--- src/include/fsc_pkg.sv ---
// shared constants and types for the fetch state control block
package fsc_pkg;
    // ------------------------------------------------------------
    // register map (byte addresses)
    // ------------------------------------------------------------
    localparam logic [7:0] OFS_CTRL   = 8'h00;
    localparam logic [7:0] OFS_STATUS = 8'h04;
    localparam logic [7:0] OFS_PC     = 8'h08;
    localparam logic [7:0] OFS_MAR    = 8'h0C;
    localparam logic [7:0] OFS_AC     = 8'h10;
    localparam logic [7:0] OFS_INSTR  = 8'h14;
    // ------------------------------------------------------------
    // field positions and reset values
    // ------------------------------------------------------------
    localparam int CTRL_RUN_BIT   = 0;
    localparam int ST_MAJOR_LSB   = 0;
    localparam int ST_TS_LSB      = 2;
    localparam int ST_SKIP_BIT    = 5;
    localparam int ST_INT_BIT     = 6;
    localparam int IN_OPC_LSB     = 12;
    localparam int IN_GRP_LSB     = 15;
    localparam int MD_MSB         = 11;
    localparam int MD_PAGE_BIT    = 7;
    localparam int MD_IND_BIT     = 8;
    localparam int MD_ELEVEN_BIT  = 0;
    localparam logic [11:0] WORD_RESET = 12'h000;
    localparam logic [11:0] ADDR_ZERO  = 12'h000;
    localparam logic [1:0] RESP_OKAY   = 2'b00;
    localparam logic [1:0] RESP_SLVERR = 2'b10;
    // ------------------------------------------------------------
    // opcodes and decode
    // ------------------------------------------------------------
    localparam logic [2:0] OPC_AND = 3'h0;
    localparam logic [2:0] OPC_TAD = 3'h1;
    localparam logic [2:0] OPC_ISZ = 3'h2;
    localparam logic [2:0] OPC_DCA = 3'h3;
    localparam logic [2:0] OPC_JMS = 3'h4;
    localparam logic [2:0] OPC_JMP = 3'h5;
    localparam logic [2:0] OPC_IOT = 3'h6;
    localparam logic [2:0] OPC_OPR = 3'h7;
    typedef enum logic [1:0] {
        MJ_FETCH, MJ_DEFER, MJ_EXEC
    } fsc_major_e;
    typedef enum logic [2:0] {
        TS_IDLE, TS_ONE, TS_TWO, TS_THREE, TS_FOUR
    } fsc_ts_e;
    typedef enum logic [1:0] {
        GRP_NONE, GRP_ONE, GRP_TWO, GRP_THREE
    } fsc_grp_e;
    typedef enum logic [2:0] {
        INS_AND, INS_TAD, INS_ISZ, INS_DCA, INS_JMS, INS_JMP, INS_IOT,
        INS_OPR
    } fsc_ins_e;
endpackage

--- src/design/fsc_fetch_ctrl.sv ---
// fetch major-state control with axi4-lite register access
// Functional notes
// - skip flag cleared in time state one of every fetch.
// - fetch loads program counter with address register plus injected carry.
// - accumulator driven on the shared data bus during fetch.
// - memory word drives the memory data bus only while direction high.
// - top three memory data bits decoded into instruction type.
// - opcode 7 is an operate instruction.
// - operate group chosen from memory data bits 3 and 11.
// - opcode 6 is an i/o transfer instruction.
// - time state three runs augmented ops, starts write-back, loads ac.
// - time state four updates address, ends write-back, sets next state.
// - interrupt forces jump-subroutine, execute state, zero address.
// - skip set by operate or i/o in ts3, tested without interrupt.
// - skip injects carry, address gets program counter plus one.
// - without skip, address gets program counter unchanged.
// - i/o, operate or direct jump assert fetch-set.
// - jump updates counter in ts3; indirect goes to defer.
// - memory-reference ops only form address and pick next state.
// - page bit zero forces upper five address bits to zero.
// - current page takes upper five bits from current address.
// - indirect bit one sets defer, otherwise execute.
// - operate group one when bit 3 is zero.
// - operate group two when bit 3 one and bit 11 zero.
//
// Local design decisions: the AXI4-Lite interface to the registers and the register offsets.
`timescale 1ns/1ps
module fsc_fetch_ctrl (
    input  wire logic        aclk,
    input  wire logic        aresetn,
    input  wire logic [7:0]  s_axi_awaddr,
    input  wire logic        s_axi_awvalid,
    output logic             s_axi_awready,
    input  wire logic [31:0] s_axi_wdata,
    input  wire logic [3:0]  s_axi_wstrb,
    input  wire logic        s_axi_wvalid,
    output logic             s_axi_wready,
    output logic [1:0]       s_axi_bresp,
    output logic             s_axi_bvalid,
    input  wire logic        s_axi_bready,
    input  wire logic [7:0]  s_axi_araddr,
    input  wire logic        s_axi_arvalid,
    output logic             s_axi_arready,
    output logic [31:0]      s_axi_rdata,
    output logic [1:0]       s_axi_rresp,
    output logic             s_axi_rvalid,
    input  wire logic        s_axi_rready,
    output logic [11:0]      mem_addr,
    input  wire logic [11:0] mem_rdata,
    output logic             mem_read,
    output logic             mem_write,
    output logic [11:0]      memory_data_bus,
    output logic             memory_data_direction,
    output logic [11:0]      data_bus,
    output logic             data_bus_en,
    input  wire logic [11:0] ac_result,
    input  wire logic        skip_request,
    input  wire logic        interrupt_active,
    output logic             time_state_one,
    output logic             time_state_two,
    output logic             time_state_three,
    output logic             time_state_four,
    output logic             time_pulse_four,
    output logic [1:0]       major_state,
    output logic [2:0]       instruction_register,
    output logic [1:0]       operate_group,
    output logic             page_zero,
    output logic             carry_inject_n,
    output logic             fetch_set,
    output logic             defer_set,
    output logic             execute_set
);
    // ------------------------------------------------------------
    // helpers
    // ------------------------------------------------------------
    function automatic logic [11:0] add12(input logic [11:0] a,
                                          input logic cin);
        add12 = a + {11'd0, cin};
    endfunction

    function automatic logic [11:0] merge12(input logic [11:0] old,
                                            input logic [31:0] d,
                                            input logic [3:0] s);
        merge12 = {s[1] ? d[11:8] : old[11:8], s[0] ? d[7:0] : old[7:0]};
    endfunction

    // ------------------------------------------------------------
    // state
    // ------------------------------------------------------------
    fsc_pkg::fsc_ts_e    ts_q;
    fsc_pkg::fsc_ts_e    ts_d;
    fsc_pkg::fsc_major_e major_q;
    fsc_pkg::fsc_major_e major_d;
    logic [11:0] pc_q;
    logic [11:0] pc_d;
    logic [11:0] mar_q;
    logic [11:0] mar_d;
    logic [11:0] ac_q;
    logic [11:0] ac_d;
    logic [11:0] md_q;
    logic [11:0] md_d;
    logic [2:0]  ir_q;
    logic [2:0]  ir_d;
    logic        skip_q;
    logic        skip_d;
    logic        run_q;
    logic        int_s1_q;
    logic        int_s2_q;

    // ------------------------------------------------------------
    // register bus
    // ------------------------------------------------------------
    logic        aw_held_q;
    logic [7:0]  aw_addr_q;
    logic        w_held_q;
    logic [31:0] w_data_q;
    logic [3:0]  w_strb_q;
    logic        bvalid_q;
    logic [1:0]  bresp_q;
    logic        rvalid_q;
    logic [31:0] rdata_q;
    logic [1:0]  rresp_q;

    wire aw_fire  = s_axi_awvalid && s_axi_awready;
    wire w_fire   = s_axi_wvalid && s_axi_wready;
    wire wr_go    = aw_held_q && w_held_q && !bvalid_q;
    wire ar_fire  = s_axi_arvalid && s_axi_arready;
    wire idle     = (ts_q == fsc_pkg::TS_IDLE);
    wire wr_ctrl  = wr_go && (aw_addr_q == fsc_pkg::OFS_CTRL);
    wire wr_pc    = wr_go && idle && (aw_addr_q == fsc_pkg::OFS_PC);
    wire wr_mar   = wr_go && idle && (aw_addr_q == fsc_pkg::OFS_MAR);
    wire wr_ac    = wr_go && idle && (aw_addr_q == fsc_pkg::OFS_AC);
    wire wr_known = (aw_addr_q == fsc_pkg::OFS_CTRL)
                 || (aw_addr_q == fsc_pkg::OFS_PC)
                 || (aw_addr_q == fsc_pkg::OFS_MAR)
                 || (aw_addr_q == fsc_pkg::OFS_AC);

    assign s_axi_awready = !aw_held_q;
    assign s_axi_wready  = !w_held_q;
    assign s_axi_bvalid  = bvalid_q;
    assign s_axi_bresp   = bresp_q;
    assign s_axi_arready = !rvalid_q;
    assign s_axi_rvalid  = rvalid_q;
    assign s_axi_rdata   = rdata_q;
    assign s_axi_rresp   = rresp_q;

    logic [31:0] rd_word;
    logic        rd_hit;
    always_comb begin
        rd_word = 32'h0000_0000;
        rd_hit  = 1'b1;
        case (s_axi_araddr)
            fsc_pkg::OFS_CTRL:   rd_word[fsc_pkg::CTRL_RUN_BIT] = run_q;
            fsc_pkg::OFS_STATUS: begin
                rd_word[fsc_pkg::ST_MAJOR_LSB +: 2] = major_q;
                rd_word[fsc_pkg::ST_TS_LSB +: 3]    = ts_q;
                rd_word[fsc_pkg::ST_SKIP_BIT]       = skip_q;
                rd_word[fsc_pkg::ST_INT_BIT]        = int_s2_q;
            end
            fsc_pkg::OFS_PC:     rd_word[11:0] = pc_q;
            fsc_pkg::OFS_MAR:    rd_word[11:0] = mar_q;
            fsc_pkg::OFS_AC:     rd_word[11:0] = ac_q;
            fsc_pkg::OFS_INSTR: begin
                rd_word[11:0]                     = md_q;
                rd_word[fsc_pkg::IN_OPC_LSB +: 3] = ir_q;
                rd_word[fsc_pkg::IN_GRP_LSB +: 2] = operate_group;
            end
            default:             rd_hit = 1'b0;
        endcase
    end

    always_ff @(posedge aclk) begin
        if (!aresetn) begin
            aw_held_q <= 1'b0;
            aw_addr_q <= 8'h00;
            w_held_q  <= 1'b0;
            w_data_q  <= 32'h0000_0000;
            w_strb_q  <= 4'h0;
            bvalid_q  <= 1'b0;
            bresp_q   <= fsc_pkg::RESP_OKAY;
        end else begin
            if (aw_fire) begin
                aw_held_q <= 1'b1;
                aw_addr_q <= s_axi_awaddr;
            end
            if (w_fire) begin
                w_held_q <= 1'b1;
                w_data_q <= s_axi_wdata;
                w_strb_q <= s_axi_wstrb;
            end
            if (wr_go) begin
                aw_held_q <= 1'b0;
                w_held_q  <= 1'b0;
                bvalid_q  <= 1'b1;
                bresp_q   <= wr_known ? fsc_pkg::RESP_OKAY
                                      : fsc_pkg::RESP_SLVERR;
            end else if (bvalid_q && s_axi_bready) begin
                bvalid_q <= 1'b0;
            end
        end
    end

    always_ff @(posedge aclk) begin
        if (!aresetn) begin
            rvalid_q <= 1'b0;
            rdata_q  <= 32'h0000_0000;
            rresp_q  <= fsc_pkg::RESP_OKAY;
        end else if (ar_fire) begin
            rvalid_q <= 1'b1;
            rdata_q  <= rd_word;
            rresp_q  <= rd_hit ? fsc_pkg::RESP_OKAY : fsc_pkg::RESP_SLVERR;
        end else if (rvalid_q && s_axi_rready) begin
            rvalid_q <= 1'b0;
        end
    end

    // ------------------------------------------------------------
    // decode
    // ------------------------------------------------------------
    wire       in_fetch  = (major_q == fsc_pkg::MJ_FETCH);
    wire [2:0] opc       = md_q[fsc_pkg::MD_MSB -: 3];
    wire       is_opr    = (ir_q == fsc_pkg::OPC_OPR);
    wire       is_iot    = (ir_q == fsc_pkg::OPC_IOT);
    wire       is_jmp    = (ir_q == fsc_pkg::OPC_JMP);
    wire       augmented = is_opr || is_iot;
    wire       ind_bit   = md_q[fsc_pkg::MD_IND_BIT];
    wire       md_eleven = md_q[fsc_pkg::MD_ELEVEN_BIT];
    wire       int_now   = int_s2_q;
    fsc_pkg::fsc_ins_e ins_kind;
    assign ins_kind = fsc_pkg::fsc_ins_e'(ir_q);

    // group three when bit 3 and bit 11 are both one
    assign operate_group = !is_opr ? fsc_pkg::GRP_NONE
                         : !ind_bit ? fsc_pkg::GRP_ONE
                         : !md_eleven ? fsc_pkg::GRP_TWO
                         : fsc_pkg::GRP_THREE;

    // page-zero clears the upper five address bits
    assign page_zero = !md_q[fsc_pkg::MD_PAGE_BIT];
    wire [4:0]  page_hi   = page_zero ? 5'h00 : mar_q[11:7];
    wire [11:0] eff_addr  = {page_hi, md_q[6:0]};
    wire        skip_take = !int_now && augmented && skip_q;
    wire [11:0] seq_addr  = add12(pc_q, skip_take);

    // ------------------------------------------------------------
    // time states and major-state selection
    // ------------------------------------------------------------
    wire f_ts1 = in_fetch && (ts_q == fsc_pkg::TS_ONE);
    wire f_ts2 = in_fetch && (ts_q == fsc_pkg::TS_TWO);
    wire f_ts3 = in_fetch && (ts_q == fsc_pkg::TS_THREE);
    wire f_ts4 = in_fetch && (ts_q == fsc_pkg::TS_FOUR);

    assign fetch_set   = f_ts4 && !int_now
                      && (augmented || (is_jmp && !ind_bit));
    assign defer_set   = f_ts4 && !int_now && !augmented
                      && ind_bit;
    assign execute_set = f_ts4 && (int_now || (!augmented
                      && !is_jmp && !ind_bit));

    always_comb begin
        ts_d = ts_q;
        case (ts_q)
            fsc_pkg::TS_IDLE:  if (run_q) ts_d = fsc_pkg::TS_ONE;
            fsc_pkg::TS_ONE:   ts_d = fsc_pkg::TS_TWO;
            fsc_pkg::TS_TWO:   ts_d = fsc_pkg::TS_THREE;
            fsc_pkg::TS_THREE: ts_d = fsc_pkg::TS_FOUR;
            fsc_pkg::TS_FOUR:  ts_d = run_q ? fsc_pkg::TS_ONE
                                            : fsc_pkg::TS_IDLE;
            default:           ts_d = fsc_pkg::TS_IDLE;
        endcase
    end

    always_comb begin
        major_d = major_q;
        pc_d    = wr_pc ? merge12(pc_q, w_data_q, w_strb_q) : pc_q;
        mar_d   = wr_mar ? merge12(mar_q, w_data_q, w_strb_q) : mar_q;
        ac_d    = wr_ac ? merge12(ac_q, w_data_q, w_strb_q) : ac_q;
        md_d    = md_q;
        ir_d    = ir_q;
        skip_d  = skip_q;
        if (f_ts1) begin
            skip_d = 1'b0;
            pc_d   = add12(mar_q, 1'b1);
        end
        if (f_ts2) begin
            md_d = mem_rdata;
            ir_d = mem_rdata[fsc_pkg::MD_MSB -: 3];
        end
        if (f_ts3) begin
            if (augmented) begin
                ac_d = ac_result;
                if (skip_request) skip_d = 1'b1;
            end
            if (is_jmp) pc_d = eff_addr;
        end
        if (f_ts4) begin
            if (int_now) begin
                ir_d    = fsc_pkg::OPC_JMS;
                mar_d   = fsc_pkg::ADDR_ZERO;
                major_d = fsc_pkg::MJ_EXEC;
            end else if (augmented) begin
                mar_d   = seq_addr;
                major_d = fsc_pkg::MJ_FETCH;
            end else if (is_jmp) begin
                mar_d   = ind_bit ? eff_addr : pc_q;
                major_d = ind_bit ? fsc_pkg::MJ_DEFER
                                  : fsc_pkg::MJ_FETCH;
            end else begin
                mar_d   = eff_addr;
                major_d = ind_bit ? fsc_pkg::MJ_DEFER
                                  : fsc_pkg::MJ_EXEC;
            end
        end
        // defer and execute flows are outside this block: one idle
        // memory cycle, then back to fetch at the counter
        if (!in_fetch && ts_q == fsc_pkg::TS_FOUR) begin
            mar_d   = pc_q;
            major_d = fsc_pkg::MJ_FETCH;
        end
    end

    always_ff @(posedge aclk) begin
        if (!aresetn) begin
            ts_q     <= fsc_pkg::TS_IDLE;
            major_q  <= fsc_pkg::MJ_FETCH;
            pc_q     <= fsc_pkg::WORD_RESET;
            mar_q    <= fsc_pkg::WORD_RESET;
            ac_q     <= fsc_pkg::WORD_RESET;
            md_q     <= fsc_pkg::WORD_RESET;
            ir_q     <= fsc_pkg::OPC_AND;
            skip_q   <= 1'b0;
            run_q    <= 1'b0;
            int_s1_q <= 1'b0;
            int_s2_q <= 1'b0;
        end else begin
            ts_q     <= ts_d;
            major_q  <= major_d;
            pc_q     <= pc_d;
            mar_q    <= mar_d;
            ac_q     <= ac_d;
            md_q     <= md_d;
            ir_q     <= ir_d;
            skip_q   <= skip_d;
            int_s1_q <= interrupt_active;
            int_s2_q <= int_s1_q;
            if (wr_ctrl && w_strb_q[0])
                run_q <= w_data_q[fsc_pkg::CTRL_RUN_BIT];
        end
    end

    // ------------------------------------------------------------
    // pins
    // ------------------------------------------------------------
    assign time_state_one        = (ts_q == fsc_pkg::TS_ONE);
    assign time_state_two        = (ts_q == fsc_pkg::TS_TWO);
    assign time_state_three      = (ts_q == fsc_pkg::TS_THREE);
    assign time_state_four       = (ts_q == fsc_pkg::TS_FOUR);
    assign time_pulse_four       = time_state_four;
    assign major_state           = major_q;
    assign instruction_register  = ir_q;
    assign mem_addr              = mar_q;
    assign mem_read              = f_ts1 || f_ts2;
    assign mem_write             = f_ts3 || f_ts4;
    // low while the write-back word md_q owns the bus
    assign memory_data_direction = !(f_ts3 || f_ts4);
    assign memory_data_bus       = memory_data_direction
                                 ? mem_rdata : md_q;
    assign data_bus_en           = in_fetch && !idle;
    assign data_bus              = data_bus_en ? ac_q : 12'h000;
    assign carry_inject_n        = !(f_ts1 || (f_ts4 && skip_take));
endmodule // fsc_fetch_ctrl

--- config.mk ---
export PLATFORM = sky130hd
export DESIGN_NAME = fsc_fetch_ctrl
export DESIGN_NICKNAME = d
export VERILOG_FILES = /design/src/include/fsc_pkg.sv /design/src/design/fsc_fetch_ctrl.sv
export SDC_FILE = /design/constraint.sdc
export NUM_CORES = 1
export LEC_CHECK = 0
export ABC_AREA = 1
export BUFFER_PORTS_ARGS = -buffer_cell sky130_fd_sc_hd__buf_4
export CAP_MARGIN = 20
export CORE_MARGIN = 2
export CORE_UTILIZATION = 35
export CTS_BUF_LIST = sky130_fd_sc_hd__clkbuf_2
export CTS_CLUSTER_DIAMETER = 100
export DETAILED_ROUTE_END_ITERATION = 10
export HOLD_SLACK_MARGIN = 0.15
export SYNTH_ARGS = -nofsm -noshare
export SYNTH_HDL_FRONTEND = slang
export SYNTH_SLANG_ARGS = --single-unit
--- constraint.sdc ---
create_clock -name aclk -period 5.3 [get_ports aclk]
set_input_delay 1.06 -clock aclk [delete_from_list [all_inputs] [get_ports aclk]]
set_output_delay 1.06 -clock aclk [all_outputs]
set_load 0.02 [all_outputs]
# [Yosys cells after proc, flatten, opt, wreduce, memory -nomap -nowiden]
# Cells that the tools add are included.
[totals] reg_bits=107 inputBits=85 output_inout_bits=98 word_cells=159
[op_classes] add_sub_neg=2 n_eq_ne=16 muxes=52 bitwise_logic=1 n_reduce_logical=66
[op_table] operator="$mux 12" count=16
[op_table] operator="$eq 8x4->1 const B" count=4
[op_table] operator="$logic_and 1x1->1" count=30
[op_table] operator="$pmux 6 s5" count=1
[op_table] operator="$eq 8x5->1 const B" count=3
[op_table] operator="$mux 8" count=3
[op_table] operator="$pmux 5 s4" count=1
[op_table] operator="$logic_not 8->1" count=2
[op_table] operator="$mux 2" count=8
[op_table] operator="$pmux 3 s5" count=1
[op_table] operator="$logic_not 1->1" count=13
[op_table] operator="$add 12x1->12" count=1
[op_table] operator="$add 12x1->12 const B" count=1
[op_table] operator="$eq 3x3->1 const B" count=4
[op_table] operator="$mux 1" count=12
[op_table] operator="$mux 3" count=4
[op_table] operator="$mux 4" count=3
[op_table] operator="$mux 5" count=2
[op_table] operator="$logic_or 1x1->1" count=9
[op_table] operator="$reduce_bool 3->1" count=3
[op_table] operator="$eq 8x3->1 const B" count=1
[op_table] operator="$eq 3x2->1 const B" count=2
[op_table] operator="$pmux 1 s6" count=1
[op_table] operator="$reduce_or 6->1" count=1
[op_table] operator="other kinds (8)" count=11

# [Depth between registers and ports, before layout]
[logic_depth] ltp_word=9 ltp_mapped=15 mapped_depth_nobuf=15

# [Worst setup path after synthesis]
# Ideal clock, no wire load.
[synth_timing] path_type="flip-flop to output port" startpoint="register ts_q[1]" endpoint="output port memory_data_bus[11]" arrival_ns=1.535 required_time_ns=4.240 setup_slack_ns=2.705 stages_incl_launch_ff=7 n_path_buf=0 cell_sequence="dfxtp_1 > nand2_2 > nor2_2 > nand2_2 > inv_1 > nor2_4 > o21ai_0"
[synth_between] elab_chain_cells=4 elab_cells_between_ends=6 cone_classes="2 x eq/ne; 1 x mux; 3 x reduce/logical"
[synth_lines] item="from (decl)" line="fsc_fetch_ctrl.sv:90" rtl="fsc_pkg::fsc_ts_e ts_q;"
[synth_lines] item="from (signal assigned)" line="fsc_fetch_ctrl.sv:324" rtl="ts_q <= fsc_pkg::TS_IDLE;"
[synth_lines] item="from (signal assigned)" line="fsc_fetch_ctrl.sv:336" rtl="ts_q <= ts_d;"
[synth_lines] item="$eq 3x2->1"
[synth_lines] item="via time_state_three" line="fsc_fetch_ctrl.sv:61" rtl="output logic time_state_three,"
[synth_lines] item="$logic_and 1x1->1" line="fsc_fetch_ctrl.sv:250" rtl="wire f_ts3 = in_fetch && (ts_q == fsc_pkg::TS_THREE);"
[synth_lines] item="$logic_or 1x1->1" line="fsc_fetch_ctrl.sv:365" rtl="assign memory_data_direction = !(f_ts3 || f_ts4);"
[synth_lines] item="$mux 12" line="fsc_fetch_ctrl.sv:367" rtl="? mem_rdata : md_q;"
[synth_lines] item="to (decl)" line="fsc_fetch_ctrl.sv:52" rtl="output logic [11:0] memory_data_bus,"
# The timed path passes the listed nets, and every way through them passes these cells.

# [Final worst setup path]
[layout_timing] startpoint="register ts_q[1]" endpoint="output port mem_read"
[layout_between] elab_chain_cells=3 elab_cells_between_ends=5 cone_classes="2 x eq/ne; 3 x reduce/logical"
[layout_lines] item="$eq 3x1->1 / $eq 3x2->1 (equally long branches)" line="fsc_fetch_ctrl.sv:248, fsc_fetch_ctrl.sv:249"
[layout_lines] item="$logic_and 1x1->1 (on tied branches)" line="fsc_fetch_ctrl.sv:248, fsc_fetch_ctrl.sv:249"
[layout_lines] item="$logic_or 1x1->1 *" line="fsc_fetch_ctrl.sv:362" rtl="assign mem_read = f_ts1 || f_ts2;"
[layout_lines] item="to (decl)" line="fsc_fetch_ctrl.sv:50" rtl="output logic mem_read,"
# Every way passes the cells marked *; elsewhere a longest branch is shown, timed or not.

==> impl_metrics.ini <==
[clocking]
cts_tree = done
clockBufferDepth = 2
clockRootBuffer = clkbuf_2
clk_pin_slew_ns = 0.31
cts-htree-levels = 3
hold_buffers = 0
clk_latency_ns = 0.66
numCtsBuffers = 9
cts_sinks = 105
cts_resized = 0
cts_setup_buffers = 0

[cells_and_area]
area_growth_syn_to_layout_pct = 19.4
mostFrequentLayoutCell = nand2_1
fillCellCount = 2004
layout_common_cells = 267 x nand2_1, 144 x buf_4, 142 x nor2_1
final_util_pct = 42.4
nets = 1245
final_cells = 1392
drive_gt1_share_pct = 17.4

[placement]
placedCellCount = 1375
port_buffers = 143
pre_cts_ws_ns = 2.01
gp_congestion = 0.930
dpl.hpwl_mm = 16.8

[timing]
drv_slew = 0
layout_setup_ws_ns = 1.23
fin_setup_tns_ns = 0
timing_hold_violations_final = 0
fin_crit_sh_pct = 76.7
rsz0062_at_grt = no
setup_violations = 0
final.setup_skew_ns = 0.0374
max_clock_freq_mhz = 246
slew_headroom_pct = 48.2
fin_crit_ns = 4.07
worst_pin_slew_ns = 0.775

[yosys]
netlist_top_cells_area = dfxtp_1 33%, nand2_1 16%, o21ai_0 11%
syn_avg_cell_area_um2 = 6.09
synth_cell_types = 36
synth_top_area_cell = dfxtp_1
yosys_warnings = 0
syn_inst = 1043
yosysTopAreaCellShare_pct = 33.1
ys_seq_elements = 105
syn_area_um2 = 6350
yosysSeqAreaShare_pct = 33.1

[power_and_ir_drop]
powerDensity_nw_per_um2 = 193
p_leak_nw = 3.39
peakVddDrop_uv = 129

[critical_path]
reg2reg_depth = 14
cp-start-kind = flip-flop
critical_path.startpoint = ts_q[1]$_SDFFE_PN0P_
critPathKind = flip-flop to output pin
critPathCaptureType = output pin
critPathRequiredTime_ns = 4.24
reg2reg_slack_ns = 2.59
cp_max_fo = 18
arrival_ns = 3.01
crit_end = mem_read
r2r_start = instruction_register[2]$_SDFF_PN0_
regToRegEndpoint = mem_addr[8]$_SDFFE_PN0P_

[route]
drt_first_pass_iters = 7
finalWirelength_mm = 22.0
dr_wl_met2_mm = 9.44
highest_layer = met4
drtIter0Drc = 516
wl_per_cell_um = 15.8
wl_met3_mm = 1.36
detail-route-antenna-nets = 0
vias_per_cell = 4.92
wl_met1_mm = 10.7
drc = 0
vias = 6850

[grt]
overflow = 0
grt_pass1_vias = 6020
grt_use_total_pct = 22.1
grt_start_max_net_pins = 81
grt_first_pass_wirelength_mm = 34.0
antenna_found_initial = 1

[die]
core_area_um2 = 17900
start_util_pct = 35.5
dieArea_um2 = 19200
ios = 183
dieHeight_um = 139
num_rows = 49
die_w_um = 139

[outcome]
outcome = finished clean

[flow_run]
timing.max_cap.violations = 0

[worst_hold_path]
min_delay_path_depth = 2
hp-class = flip-flop to flip-flop
-- final cells by class --
class                           count  area (µm²)  share of cell area, %
Multi-Input combinational cell    784        3560                   46.9
Clock buffer                        9        45.0                  0.594
Tap cell                          229         287                   3.78
Sequential cell                   105        2100                   27.7
Timing Repair Buffer              144        1080                   14.2
Antenna cell                        1        2.50                 0.0330
Inverter                          113         424                   5.59
Clock inverter                      7        85.1                   1.12
-- where the power goes --
group          switching [mW]  internal [mW]
clock network           0.307          0.120
logic                   0.123         0.0793
registers              0.0202          0.818
-- through the flow --
| step | total power, mW | hold WS, ns | area, µm² |
|---|---|---|---|
| detailed placement | 1.05 | 0.416 | 7450 |
| global placement | 1.05 | 0.395 | 7450 |
| floorplan | 0.974 | 0.390 | 6410 |
| global route | 1.53 | 0.466 | 7590 |
| CTS | 1.48 | 0.448 | 7580 |
| finish | 1.47 | 0.445 | 7590 |
-- worst min-delay path by stage --
| stage | from | endpoint |
|---|---|---|
| after CTS | int_s1_q$_SDFF_PN0_ | int_now$_SDFF_PN0_ |
| after floorplan | int_s1_q$_SDFF_PN0_ | int_now$_SDFF_PN0_ |
| final | int_s1_q$_SDFF_PN0_ | int_now$_SDFF_PN0_ |
| after global routing | int_s1_q$_SDFF_PN0_ | int_now$_SDFF_PN0_ |
| after detailed placement | int_s1_q$_SDFF_PN0_ | int_now$_SDFF_PN0_ |
| after global placement | int_s1_q$_SDFF_PN0_ | int_now$_SDFF_PN0_ |
-- synth_stat cells --
cell type,count
nor3_1,8
nor2_4,6
nor2_1,142
o21ai_1,9
nand4_1,5
nor3_2,3
o21bai_1,1
nand2_1,267
o211ai_1,2
clkbuf_2,1
nor3b_1,1
nand2_2,7
clkinv_1,4
inv_2,13
a21oi_2,3
a22oi_1,1
clkbuf_1,21
o41ai_1,1
o21ai_0,134
xor2_1,1
o21a_1,3
ha_1,3
a21oi_1,85
buf_6,3
conb_1,1
a211oi_1,1
inv_1,96
nand2_4,2
buf_2,7
nand3_1,74
nor2_2,5
buf_4,21
nor4_2,2
dfxtp_1,105
buf_1,4
nand3_2,1
-- cells by family (layout without fill, tap and decap cells) --
| kind of cell | after synthesis | after routing | synth area share, % |
|---|---|---|---|
| adders and majority gates | 3 | 3 | 0.591 |
| AOI/OAI and AO/OA | 240 | 240 | 19.5 |
| xor gates and xnor gates | 1 | 1 | 0.138 |
| other | 1 | 18 | 0.0590 |
| buffers and inverters | 170 | 273 | 11.8 |
| DFF | 105 | 105 | 33.1 |
| and+or+nand+nor | 523 | 523 | 34.9 |
-- sequential cells by signal (all words and copies together), names as in the netlist, 2 cells and up --
name                  flops
s_axi_rdata              17
ac_q                     12
md_q                     12
mem_addr                 12
pc_q                     12
w_data_q                 12
aw_addr_q                 8
instruction_register      3
ts_q                      3
major_state               2
w_strb_q                  2
-- worst max-delay path, cell delays in order (launching register included) --
cell and delay [ns]:
dfxtp_1 0.57, nand3_1 0.18, nor2_1 0.58, clkinv_1 0.66, nand2_1 0.19, buf_4 0.16
-- metal layers --
metal  track usage [%]  vias up
met2              33.4      238
met1              32.7     3022
met5                 0        -
met4              7.18        0
li1                  -     3563
met3              2.66       27
No activity file was read; power rests on OpenSTA's default activity.
